$ cat src/conv_mode_pkg.sv
// constants shared by the converter control-mode select logic
package conv_mode_pkg;

  // ----------------------------------------------------------------------
  // serial frame layout
  // ----------------------------------------------------------------------
  localparam int ADDR_W     = 4;
  localparam int DATA_W     = 16;
  localparam int FRAME_BITS = ADDR_W + DATA_W;
  localparam int SYNC_STAGES = 3;

  // ----------------------------------------------------------------------
  // synchronised pin vector positions
  // ----------------------------------------------------------------------
  localparam int PIN_COUNT      = 8;
  localparam int PIN_MODE_LVL   = 0;
  localparam int PIN_MODE_FLT   = 1;
  localparam int PIN_SWING_LVL  = 2;
  localparam int PIN_SWING_FLT  = 3;
  localparam int PIN_EDGE_LVL   = 4;
  localparam int PIN_EDGE_FLT   = 5;
  localparam int PIN_CAL_LVL    = 6;
  localparam int PIN_CAL_FLT    = 7;

  // ----------------------------------------------------------------------
  // user register map
  // ----------------------------------------------------------------------
  localparam int NUM_REGS = 8;
  localparam int CFG_IDX  = 0;
  localparam int DES_IDX  = 6;
  localparam logic [NUM_REGS-1:0][ADDR_W-1:0] REG_OFS = {
    4'he, 4'hd, 4'hb, 4'ha, 4'h9, 4'h3, 4'h2, 4'h1};
  localparam logic [DATA_W-1:0] CFG_RESET = 16'h0011;
  localparam logic [DATA_W-1:0] DES_RESET = 16'h3fff;
  localparam logic [DATA_W-1:0] GEN_RESET = 16'h0000;
  localparam logic [NUM_REGS-1:0][DATA_W-1:0] REG_RESET = {
    GEN_RESET, DES_RESET, GEN_RESET, GEN_RESET,
    GEN_RESET, GEN_RESET, GEN_RESET, CFG_RESET};

  // ----------------------------------------------------------------------
  // field positions
  // ----------------------------------------------------------------------
  localparam int CFG_SWING_BIT = 0;
  localparam int CFG_EDGE_BIT  = 1;
  localparam int CFG_DDR_BIT   = 2;
  localparam int CFG_CAL_BIT   = 3;
  localparam int CFG_FS_BIT    = 4;
  localparam int DES_EN_BIT    = 15;

endpackage : conv_mode_pkg

$ cat src/serial_cfg_rx.sv
// serial configuration frame receiver, driven by synchronised pin levels
module serial_cfg_rx
  import conv_mode_pkg::*;
#(
  parameter int AW = ADDR_W,
  parameter int DW = DATA_W
) (
  input  wire logic          core_clk,
  input  wire logic          sys_rst,
  input  wire logic          enable,
  input  wire logic          serial_clk,
  input  wire logic          serial_cfg_data,
  input  wire logic          serial_cfg_select_n,
  output logic               wr_stb,
  output logic [AW-1:0]      wr_addr,
  output logic [DW-1:0]      wr_data
);

  if (AW + DW != FRAME_BITS) begin : g_chk
    $error("serial_cfg_rx: frame width mismatch");
  end

  // ----------------------------------------------------------------------
  // state
  // ----------------------------------------------------------------------
  typedef struct packed {
    logic              sclk_q;
    logic [4:0]        cnt;
    logic [AW+DW-1:0]  shreg;
    logic              stb;
    logic [AW-1:0]     addr;
    logic [DW-1:0]     data;
  } rx_state_t;

  rx_state_t st_ff;
  rx_state_t nxt_st;
  logic [AW+DW-1:0] shifted;

  always_comb begin
    nxt_st = st_ff;
    nxt_st.stb = 1'b0;
    nxt_st.sclk_q = serial_clk;
    shifted = {st_ff.shreg[AW+DW-2:0], serial_cfg_data};
    // select high or strap mode aborts any partial frame
    if (!enable || serial_cfg_select_n) begin
      nxt_st.cnt = 5'h00;
    end else if (serial_clk && !st_ff.sclk_q) begin
      nxt_st.shreg = shifted;
      if (st_ff.cnt == 5'(AW + DW - 1)) begin
        nxt_st.stb = 1'b1;
        nxt_st.addr = shifted[AW+DW-1:DW];
        nxt_st.data = shifted[DW-1:0];
        nxt_st.cnt = 5'h00;
      end else begin
        nxt_st.cnt = st_ff.cnt + 5'h01;
      end
    end
  end

  always_ff @(posedge core_clk or posedge sys_rst) begin
    if (sys_rst) begin
      st_ff <= '0;
    end else begin
      st_ff <= nxt_st;
    end
  end

  assign wr_stb  = st_ff.stb;
  assign wr_addr = st_ff.addr;
  assign wr_data = st_ff.data;

endmodule : serial_cfg_rx

$ cat src/conv_mode_select.sv
// control-mode selection: pin-strap decode and serial register file
//
// Contract
// - mode pin driven high or low selects pin-strap mode; host must drive it.
// - mode pin floating selects extended mode with serial interface active.
// - extended mode turns swing, edge, delay pins into serial clock, data, select.
// - strap mode ignores serial writes; settings come only from dedicated pins.
// - strap mode: edge pin high or low picks rising or falling data edge.
// - strap mode: edge pin floating selects double-data-rate output clocking.
// - strap mode: delay pin low short, high long; host must not float it.
// - strap mode: swing pin low reduced swing, high normal swing; must be driven.
module conv_mode_select
  import conv_mode_pkg::*;
(
  input  wire logic                 core_clk,
  input  wire logic                 sys_rst,
  input  wire logic                 mode_select_level,
  input  wire logic                 mode_select_float,
  input  wire logic                 output_swing_level,
  input  wire logic                 output_swing_float,
  input  wire logic                 output_edge_select_level,
  input  wire logic                 output_edge_select_float,
  input  wire logic                 calibration_delay_select_level,
  input  wire logic                 calibration_delay_select_float,
  output logic                      extended_mode,
  output logic                      output_swing_normal,
  output logic                      data_on_rising_edge,
  output logic                      ddr_clocking,
  output logic                      cal_delay_long,
  output logic                      full_scale_normal,
  output logic                      cal_permit,
  output logic                      dual_edge_active,
  output logic                      first_write_error,
  output logic [NUM_REGS-1:0]       regs_written,
  output logic [DATA_W-1:0]         dual_edge_value
);

  // ----------------------------------------------------------------------
  // state
  // ----------------------------------------------------------------------
  typedef struct packed {
    logic [PIN_COUNT-1:0]             s1;
    logic [PIN_COUNT-1:0]             s2;
    logic [PIN_COUNT-1:0]             s3;
    logic [PIN_COUNT-1:0]             stb;
    logic                             ext;
    logic                             swing;
    logic                             edge_r;
    logic                             ddr;
    logic                             cal_long;
    logic                             fs_normal;
    logic                             cal_ok;
    logic                             dual_en;
    logic                             proto_err;
    logic [NUM_REGS-1:0]              written;
    logic [NUM_REGS-1:0][DATA_W-1:0]  regs;
  } ctl_state_t;

  ctl_state_t           st_ff;
  ctl_state_t           nxt_st;
  logic [PIN_COUNT-1:0] pins;
  logic [PIN_COUNT-1:0] differ;
  logic                 wr_stb;
  logic [ADDR_W-1:0]    wr_addr;
  logic [DATA_W-1:0]    wr_data;
  logic                 ext_now;

  assign pins = {calibration_delay_select_float, calibration_delay_select_level,
                 output_edge_select_float, output_edge_select_level,
                 output_swing_float, output_swing_level,
                 mode_select_float, mode_select_level};
  assign differ  = st_ff.s2 ^ st_ff.s3;
  assign ext_now = st_ff.stb[PIN_MODE_FLT];

  // ----------------------------------------------------------------------
  // serial receiver on the repurposed pins
  // ----------------------------------------------------------------------
  serial_cfg_rx #(
    .AW (ADDR_W),
    .DW (DATA_W)
  ) u_rx (
    .core_clk            (core_clk),
    .sys_rst             (sys_rst),
    .enable              (ext_now),
    .serial_clk          (st_ff.stb[PIN_SWING_LVL]),
    .serial_cfg_data     (st_ff.stb[PIN_EDGE_LVL]),
    .serial_cfg_select_n (st_ff.stb[PIN_CAL_LVL]),
    .wr_stb              (wr_stb),
    .wr_addr             (wr_addr),
    .wr_data             (wr_data)
  );

  // ----------------------------------------------------------------------
  // next state
  // ----------------------------------------------------------------------
  always_comb begin
    nxt_st = st_ff;
    // s1 feeds s2 only; a level counts once s2 and s3 agree
    nxt_st.s1 = pins;
    nxt_st.s2 = st_ff.s1;
    nxt_st.s3 = st_ff.s2;
    nxt_st.stb = (~differ & st_ff.s3) | (differ & st_ff.stb);
    nxt_st.ext = ext_now;
    // register writes only land in extended mode
    if (ext_now && wr_stb) begin
      for (int i = 0; i < NUM_REGS; i++) begin
        if (wr_addr == REG_OFS[i]) begin
          if (i == DES_IDX && !st_ff.written[i] && wr_data != DES_RESET) begin
            // refuse the value so the converter never sees it
            nxt_st.proto_err = 1'b1;
          end else begin
            nxt_st.regs[i] = wr_data;
            nxt_st.written[i] = 1'b1;
          end
        end
      end
    end
    if (!ext_now) begin
      nxt_st.swing = st_ff.stb[PIN_SWING_LVL];
      nxt_st.edge_r = st_ff.stb[PIN_EDGE_LVL];
      nxt_st.ddr = st_ff.stb[PIN_EDGE_FLT];
      nxt_st.cal_long = st_ff.stb[PIN_CAL_LVL];
      nxt_st.fs_normal = st_ff.stb[PIN_MODE_LVL];
      nxt_st.cal_ok = 1'b1;
      nxt_st.dual_en = 1'b0;
    end else begin
      nxt_st.swing = st_ff.regs[CFG_IDX][CFG_SWING_BIT];
      nxt_st.edge_r = st_ff.regs[CFG_IDX][CFG_EDGE_BIT];
      nxt_st.ddr = st_ff.regs[CFG_IDX][CFG_DDR_BIT];
      nxt_st.cal_long = st_ff.regs[CFG_IDX][CFG_CAL_BIT];
      nxt_st.fs_normal = st_ff.regs[CFG_IDX][CFG_FS_BIT];
      nxt_st.cal_ok = &nxt_st.written;
      nxt_st.dual_en = (&nxt_st.written) & nxt_st.regs[DES_IDX][DES_EN_BIT];
    end
  end

  always_ff @(posedge core_clk or posedge sys_rst) begin
    if (sys_rst) begin
      st_ff <= '0;
      st_ff.regs <= REG_RESET;
    end else begin
      st_ff <= nxt_st;
    end
  end

  // ----------------------------------------------------------------------
  // outputs
  // ----------------------------------------------------------------------
  assign extended_mode       = st_ff.ext;
  assign output_swing_normal = st_ff.swing;
  assign data_on_rising_edge = st_ff.edge_r;
  assign ddr_clocking        = st_ff.ddr;
  assign cal_delay_long      = st_ff.cal_long;
  assign full_scale_normal   = st_ff.fs_normal;
  assign cal_permit          = st_ff.cal_ok;
  assign dual_edge_active    = st_ff.dual_en;
  assign first_write_error   = st_ff.proto_err;
  assign regs_written        = st_ff.written;
  assign dual_edge_value     = st_ff.regs[DES_IDX];
endmodule : conv_mode_select

$ cat config.mk
export PLATFORM = sky130hd
export DESIGN_NAME = conv_mode_select
export DESIGN_NICKNAME = d
export VERILOG_FILES = /design/src/conv_mode_pkg.sv /design/src/serial_cfg_rx.sv /design/src/conv_mode_select.sv
export SDC_FILE = /design/constraint.sdc
export NUM_CORES = 1
export LEC_CHECK = 0
export BUFFER_PORTS_ARGS = -buffer_cell sky130_fd_sc_hd__buf_4
export CORE_UTILIZATION = 25
export CTS_CLUSTER_DIAMETER = 50
export DETAILED_ROUTE_END_ITERATION = 6
export GPL_TIMING_DRIVEN = 0
export HOLD_SLACK_MARGIN = 0.06
export SLEW_MARGIN = 20
export SYNTH_ARGS = -nofsm -noshare
export SYNTH_HDL_FRONTEND = slang
export SYNTH_SLANG_ARGS = --single-unit
$ cat constraint.sdc
create_clock -name core_clk -period 3.75 [get_ports core_clk]
set_input_delay 0.1875 -clock core_clk [delete_from_list [all_inputs] [get_ports core_clk]]
set_output_delay 0.1875 -clock core_clk [all_outputs]
set_load 0.05 [all_outputs]
# == Word-level counts from Yosys, hierarchy flattened ==
# Cells that the tools add are included.
# classes
eq_ne,10
mux,25
n_reduce_logical,20
n_addsub,1
bitwise,8
# op_table
operator,n
$mux W16,9
$mux W136,1
$mux W46,1
$mux W21,2
$eq A4 B4 Y1 const B,5
$and A8 B8 Y8,2
$ne A16 B14 Y1 const B,1
$reduce_and A2 Y1,8
$mux W5,2
$mux W1,9
$reduce_and A3 Y1,3
$eq A4 B2 Y1 const B,2
$not A8 Y8,1
$or A8 B8 Y8,1
$reduce_and A8 Y1,1
$xor A8 B8 Y8,1
$mux W7,1
$add A5 B1 Y5 const B,1
$eq A5 B5 Y1 const B,1
$eq A4 B1 Y1 const B,1
$logic_and A1 B1 Y1,3
$logic_not A1 Y1,3
$not A1 Y1,2
$reduce_bool A2 Y1,1
other kinds (2),2
# word_totals
output_inout_bits,33
register_bits,224
wordCells,93

# == Logic depth before layout (Yosys ltp) ==
# Gate-level depths: netlist of the first run.
# logic_depth
depth_word,8
mapped_depth,6

# == Hierarchy ==
# From an unflattened synthesis of the first run, not the netlist that was laid out.
# unflattened
hier_cells,306
hier_area_um2,4530.6
# modules_own_cells
mod,n_inst,area_each_um2,seq_area_each_um2,cells_each
conv_mode_select,1,2498.6,1571.5,170
serial_cfg_rx,1,2031.9,1151.1,136

# == Worst setup path before layout of the first run ==
# OpenSTA, ideal clock, no wires.
# synth_timing
kind,register to register
start,"register u_rx.st_ff, in the netlist u_rx.wr_addr[1]"
end,"register st_ff, in the netlist dual_edge_active"
stages_incl_launch_ff,5
required_time_ps,3618
t_arrival_ps,1470
path_buffers,1
setup_time_ps,132
setup_slack_ps,2148
synth_period_minus_slack_ps,1602
cell_sequence,dfrtp_1 > buf_2 > or4b_2 > o21ai_1 > a2111oi_2
# synth_lines
item,line,rtl
from (decl),serial_cfg_rx.sv:35,rx_state_t st_ff;
from (signal assigned),serial_cfg_rx.sv:64,st_ff <= nxt_st;
to (signal assigned),conv_mode_select.sv:142,st_ff <= nxt_st;
to (decl),conv_mode_select.sv:59,ctl_state_t st_ff;

# == Worst setup path in the final report of the first run ==
# layout_timing
start,register u_rx.st_ff[41] (netlist name)
end,"register u_rx.st_ff, in the netlist u_rx.wr_data[3]"
# layout_between
elab_chain_cells,2
# layout_lines
item,line,rtl
$eq A5 B5 Y1,serial_cfg_rx.sv:49,if (st_ff.cnt == 5'(AW + DW - 1)) begin
$reduce_and A3 Y1 (no line),-,
# No other way between the ends.
# A chain may end at the register's enable or synchronous reset.

==> impl_metrics.tcl, run 1 <==
set metrics [dict create \
    status "complete, no violations" \
    clk_path_buf_depth 2 \
    die_h_um 134 \
    final_cell_area_mm2 0.00530 \
    synth_area_mm2 0.00434 \
    portBuffers 40 \
    hold_violations 0 \
    relSlewSlack 0.677 \
    ys_warn_count 0 \
    power_frac_clock 0.388 \
    p_switching_mw 0.529 \
    area_growth_pct 22.0 \
    yosys-top-cells-area "dfrtp_1, mux2_2, dfstp_2" \
    fin_nets 359 \
    yosysTopAreaCellShare 0.530 \
    grt_pass1_wl_mm 12.9 \
    min_period_ns 1.92 \
    drc 0 \
    drive_gt1_frac 0.513 \
    start_util 0.259 \
    dp_slack_ns 1.85 \
    die_x_um 134 \
    internal_power_mw 1.74 \
    fmax_ghz 0.521 \
    power.static_leakage_nw 2.55 \
    yosys.area_share.adder 0.0167 \
    powerDensity_mw_per_mm2 429 \
    dieArea_mm2 0.0179 \
    crit_path_end_kind "register" \
    crit_path_max_fanout 10 \
    antennaDiodeCount 0 \
    grt_max_degree 81 \
    cts_resized 0 \
    vdd_drop_max_uv 192 \
    grt_usage 0.0930 \
    rows 47 \
    place_hpwl_mm 5.16 \
    ant_nets 0 \
    avgSynthCellArea_um2 15.0 \
    cap_violations 0 \
    worstMarginPinSlew_ns 0.479 \
    utilization 0.316 \
    tns_ns 0 \
    clkTransAtPathRegs_ns 0.07 \
    setup_slack_ns 1.83 \
    ios 43 \
    cts_tree "built" \
    combinationalPowerShare 0.061 \
    p_sw_frac 0.233 \
    netlist_instances 289 \
    synth_top_area_cell "dfrtp_1" \
    synthMuxAreaShare 0.184 \
    grt_pass1_vias 2487 \
    dr.pass1.iters 6 \
    synthFlopType "dfrtp_1" \
    gr-total-overflow 0 \
    finalSetupViolCount 0 \
    postCtsHoldBufs 7 \
    placeableCoreArea_mm2 0.0168 \
    avgRoutedWirePerCell_um 13.1 \
    htree_levels 3 \
    crit_path_start_kind "register" \
    slew_violations 0 \
    fillers 1662 \
    yosys.area_share.simple 0.0654 \
    async_flop_share 1.00 \
    fin_worst_skew_ns 0.00569 \
    antenna_found_initial 0 \
    synth_edf_count 0 \
    synth_top_family_by_area "multiplexers" \
    synthXorXnorAreaFrac 0.00202 \
    period_share 0.512 \
    cp.required_ns 3.98 \
    yosysSeqAreaShare 0.627 \
    finalWirelength_mm 7.50 \
    via_per_inst 4.11 \
    gp_congestion 0.710 \
    cts_buffers 9 \
    synth-compound-area-share 0.0441 \
    p_total_mw 2.27 \
    drt_iter0_markers 127 \
    clk-insertion-delay-late_ns 0.34 \
    syn_nets 300 \
    root_buffer "clkbuf_16" \
    worstPathArrival_ns 2.15 \
    seq_power_share 0.551 \
    cts_setup_buffers 0 \
    worstHoldPathType "reg -> reg" \
    place_area_mm2 0.00495 \
    ys_ff_latch 108 \
    rsz0062_at_grt "false" \
    dr_total_vias 2357 \
    critPathKind "reg -> reg" \
    synth.distinct_cells 44 \
    cts_sinks 108 \
]
-- layer usage --
layer / GRT usage / vias to the layer above / share of wire
li1: - / 1110 / -
met5: 0 / - / 0
met1: 0.115 / 1197 / 0.45
met2: 0.151 / 38 / 0.50
met3: 0.0234 / 12 / 0.032
met4: 0.0461 / 0 / 0.019
-- registers in the layout (all words and copies together) (netlist names), 4 cells and up, named ones only --
name / flops
st_ff: 11
regs_written: 8
dual_edge_value: 16
u_rx.wr_data: 16
u_rx.shifted: 19
nxt_st: 12
u_rx.wr_addr: 4
u_rx.st_ff: 6
-- final timing paths --
path	start	endpoint	slack, ns	depth (start not counted)
worst max-delay path	u_rx.st_ff[41]	u_rx.wr_data[3]	1.83	5
worst min-delay path	nxt_st[163]	nxt_st[155]	0.35	0
worst max register to register	u_rx.st_ff[41]	u_rx.wr_data[3]	1.83	5
worst min register to register	nxt_st[163]	nxt_st[155]	0.35	0
max in group asynchronous	sys_rst	dual_edge_value[12]	2.68	4
min in group asynchronous	sys_rst	nxt_st[166]	0.36	3
-- synth_stat cells (2+ instances only) --
| cell type | instances |
|---|---|
| o21ai_0 | 4 |
| o31ai_1 | 4 |
| or3_1 | 2 |
| dfrtp_1 | 92 |
| mux2i_1 | 3 |
| nand4b_1 | 3 |
| nand2_1 | 14 |
| buf_2 | 5 |
| nor2_1 | 4 |
| mux2_2 | 55 |
| a21oi_1 | 2 |
| nand3_1 | 2 |
| buf_4 | 26 |
| inv_1 | 7 |
| dfstp_2 | 16 |
| maj3_1 | 6 |
| clkbuf_1 | 2 |
| a22o_1 | 3 |
| a21o_1 | 2 |
| nand2b_1 | 3 |
| mux2_4 | 10 |
| o21bai_1 | 2 |
-- cell usage in the layout (no fill, tap or decap), types with 2 or more instances in the layout --
| cell type | count |
|---|---|
| a21o_1 | 2 |
| a21oi_1 | 2 |
| a22o_1 | 3 |
| buf_2 | 5 |
| buf_4 | 66 |
| clkbuf_1 | 2 |
| clkbuf_16 | 9 |
| clkinv_2 | 3 |
| clkinvlp_4 | 2 |
| dfrtp_1 | 92 |
| dfstp_2 | 16 |
| dlygate4sd3_1 | 7 |
| inv_1 | 6 |
| inv_6 | 2 |
| maj3_1 | 6 |
| mux2_2 | 55 |
| mux2_4 | 10 |
| mux2i_1 | 3 |
| nand2_1 | 14 |
| nand2b_1 | 3 |
| nand3_1 | 2 |
| nand4b_1 | 3 |
| nor2_1 | 4 |
| o21ai_0 | 4 |
| o21bai_1 | 2 |
| o31ai_1 | 4 |
| or3_1 | 2 |
-- cells by family (layout without fill, tap and decap cells) --
family          count (synthesis)  count (layout)
xor+xnor                        1               1
flops                         108             108
simple gates                   40              40
fa+ha+maj                       7               7
compound gates                 24              24
buf+inv                        41             105
mux                            68              68
-- power groups by stage --
| stage | sequential [mW] | clock (mW) | combinational [mW] |
|---|---|---|---|
| 4_1_cts | 1.25 | 0.912 | 0.143 |
| 3_5_place_dp | 1.27 | 0 | 0.136 |
| 2_1_floorplan | 1.29 | 0 | 0.0694 |
| 5_1_grt | 1.26 | 0.959 | 0.152 |
| 6_report | 1.25 | 0.883 | 0.138 |
| 3_3_place_gp | 1.27 | 0 | 0.128 |
-- worst max-delay path, cell delays in order, from the launching register on --
cell	delay, ns
dfrtp_1	0.39
ha_1	0.21
nor4bb_1	0.48
nand2_1	0.19
buf_2	0.24
mux2_2	0.30
-- final cells by class --
type	count	area, µm²	area share
buffer	34	239	0.0451
tap	220	275	0.0519
clock inverter	6	38.8	0.00732
clock buffer	10	239	0.0451
multi-input combinational	140	1360	0.256
sequential	108	2720	0.514
timing repair buffer	48	398	0.0751
inverter	7	31.3	0.00590
-- per-stage QoR --
step | hold slack (ns) | std cells
floorplan | 0.219 | 289
global placement | 0.298 | 549
detailed placement | 0.175 | 550
CTS | 0.350 | 573
global route | 0.360 | 573
finish | 0.349 | 573
No activity file was read; power rests on OpenSTA's default activity.
==> run 2: changes to the inputs <==
--- a/config.mk
+++ b/config.mk
@@ -5,6 +5,7 @@
 export SDC_FILE = /design/constraint.sdc
 export NUM_CORES = 1
 export LEC_CHECK = 0
+export ABC_AREA = 1
 export BUFFER_PORTS_ARGS = -buffer_cell sky130_fd_sc_hd__buf_4
 export CORE_UTILIZATION = 25
 export CTS_CLUSTER_DIAMETER = 50
==> constraint.sdc (replaced) <==
create_clock -name core_clk -period 1.85 [get_ports core_clk]
set_input_delay 0.0925 -clock core_clk [delete_from_list [all_inputs] [get_ports core_clk]]
set_output_delay 0.0925 -clock core_clk [all_outputs]
set_load 0.05 [all_outputs]
==> run 2 against run 1 <==
Non-clock buffer count increased by 6. Sequential power increased by 100%. Maximum frequency increased by 22%. Register-to-register slack got worse by 1.6 ns. Clock-buffer cell count unchanged. Highest routed layer unchanged. Area after synthesis decreased by 1.8%. Combinational power increased by 140%. Die area decreased by 1.7%. Synthesized cell count increased by 48%. Power increased by 110%. Clock skew increased by 0.0028 ns.
==> impl_metrics.tcl, run 2 <==
set metrics [dict create \
    drc 0 \
    start_util 0.256 \
    ios 43 \
    avgSynthCellArea_um2 9.99 \
    ant_nets 0 \
    yosys-top-cells-area "dfrtp_1, dfstp_2, nand2_1" \
    place_area_mm2 0.00495 \
    synthFlopType "dfrtp_1" \
    postCtsHoldBufs 7 \
    worstHoldPathType "in -> async" \
    rows 47 \
    dp_slack_ns 0.290 \
    fin_worst_skew_ns 0.00848 \
    largest_reg_flops 19 \
    yosysTopAreaCellShare 0.539 \
    synth_common_cells "nand2_1, dfrtp_1, inv_1" \
    ys_ff_latch 108 \
    setup_slack_ns 0.275 \
    root_buffer "clkbuf_16" \
    drt_iter0_markers 152 \
    status "complete, no violations" \
    cp.required_ns 2.05 \
    synth_top_area_cell "dfrtp_1" \
    final_cell_area_mm2 0.00533 \
    hold_violations 0 \
    cts_buffers 9 \
    dr_total_vias 2858 \
    powerDensity_mw_per_mm2 902 \
    crit_path_end_kind "register" \
    yosysSeqAreaShare 0.638 \
    relSlewSlack 0.679 \
    portBuffers 40 \
    crit_path_max_fanout 10 \
    place_hpwl_mm 5.90 \
    cts_sinks 108 \
    fmax_ghz 0.635 \
    grt_pass1_vias 2924 \
    yosysMostFrequentCell "nand2_1" \
    wl_met1_mm 3.48 \
    die_h_um 133 \
    clk-insertion-delay-late_ns 0.34 \
    r2r_slack_ns 0.27 \
    dieArea_mm2 0.0176 \
    synth_area_mm2 0.00427 \
    final_common_cell "nand2_1" \
    clk_path_buf_depth 2 \
    vdd_drop_max_uv 443 \
    die_x_um 133 \
    ff2ff_path_depth 6 \
    min_period_ns 1.58 \
    highest_layer "met4" \
    ys_warn_count 0 \
    cts_setup_buffers 0 \
    period_share 0.851 \
    crit_path_start_kind "register" \
    fin_nets 500 \
    cap_violations 0 \
    grt_pass1_wl_mm 13.8 \
    antenna_found_initial 0 \
    avgRoutedWirePerCell_um 11.0 \
    met3_length_um 277 \
    fillers 1690 \
    dr.pass1.iters 4 \
    slew_violations 0 \
    gp_congestion 0.758 \
    tns_ns 0 \
    cts_tree "built" \
    final_cell_mix "nand2_1, dfrtp_1, buf_4" \
    grt_usage 0.0978 \
    critPathKind "reg -> reg" \
    holdWs_ns 0.329 \
    reg2reg_to "u_rx.wr_data[3]" \
    via_per_inst 4.00 \
    area_growth_pct 24.9 \
    rsz0062_at_grt "false" \
    synth_edf_count 0 \
    cts_resized 0 \
    power.static_leakage_nw 2.46 \
    r2r-start "u_rx.st_ff[41]" \
    finalSetupViolCount 0 \
    drive_gt1_frac 0.265 \
    async_flop_share 1.00 \
    worstMarginPinSlew_ns 0.481 \
    finalWirelength_mm 7.83 \
    placeableCoreArea_mm2 0.0166 \
    wl_met2_mm 3.94 \
    netlist_instances 427 \
    clkTransAtPathRegs_ns 0.07 \
    htree_levels 3 \
    gr-total-overflow 0 \
    synth.distinct_cells 30 \
    grt_max_degree 26 \
    worstPathArrival_ns 1.78 \
    antennaDiodeCount 0 \
    syn_nets 438 \
]
==> run 2: changes by cell type after synthesis, sizes merged, moves of 3 or more <==
cell and delta:
nand4b -4, o21ai +48, mux2 -65, mux2i -3, nor2 +17, nand2b -3, nand3 +13, nand2 +98
o31ai -4, clkbuf +3, inv +49
==> run 2: kinds of logic after synthesis <==
family	after synthesis	share of synthesized area
simple gates	153	0.150
flops	108	0.638
xor+xnor	3	0.00616
compound gates	63	0.0800
fa+ha+maj	7	0.0170
buf+inv	93	0.109
==> run 2: layout make-up <==
class,instances,area [µm²],area share
multi-input cells,226,1080,0.202
clock inverters,6,72.6,0.0136
inverters,56,214,0.0401
well taps,220,275,0.0516
plain buffers,37,256,0.0481
repair buffers,51,473,0.0887
flip-flops and latches,108,2720,0.511
clock buffers,10,239,0.0448
==> run 2: where the power goes <==
group          switching, mW  total (mW)  internal [mW]
combinational          0.210       0.327          0.116
sequential            0.0615        2.54           2.48
clock                  0.849        1.95           1.10
total                   1.12        4.81           3.69
==> run 2: through the flow <==
| step | utilization | power, mW | cells |
|---|---|---|---|
| after CTS | 0.320 | 4.88 | 714 |
| after global routing | 0.320 | 5.04 | 714 |
| after detailed placement | 0.297 | 2.90 | 691 |
| after floorplan | - | 2.77 | 427 |
| final | 0.320 | 4.81 | 714 |
| after global placement | 0.291 | 2.86 | 687 |
==> run 2: per-layer routing <==
layer	vias to the layer above	global-route usage
li1	1426	-
met1	1378	0.118
met2	43	0.168
met3	11	0.0264
met4	0	0.0332
met5	-	0
==> run 2: critical path, cell delays in order (launching register included) <==
cell and delay, ns:
dfrtp_1 0.42, ha_1 0.26, nand4_1 0.14, inv_1 0.07
nand2_2 0.08, clkbuf_1 0.33, o21ai_0 0.15
==> run 2: worst max path at each step <==
stage | slack [ns] | depth (start not counted) | from | to
after floorplan | 0.47 | 1 | sys_rst | asynchronous set/reset pin
after global routing | 0.13 | 10 | u_rx.wr_data[0] | dual_edge_value[8]
final | 0.27 | 6 | u_rx.st_ff[41] | u_rx.wr_data[3]
after CTS | 0.27 | 6 | u_rx.st_ff[41] | u_rx.wr_data[3]
after detailed placement | 0.29 | 6 | u_rx.st_ff[41] | u_rx.wr_data[7]
after global placement | -0.17 | 2 | sys_rst | u_rx.wr_data[8]
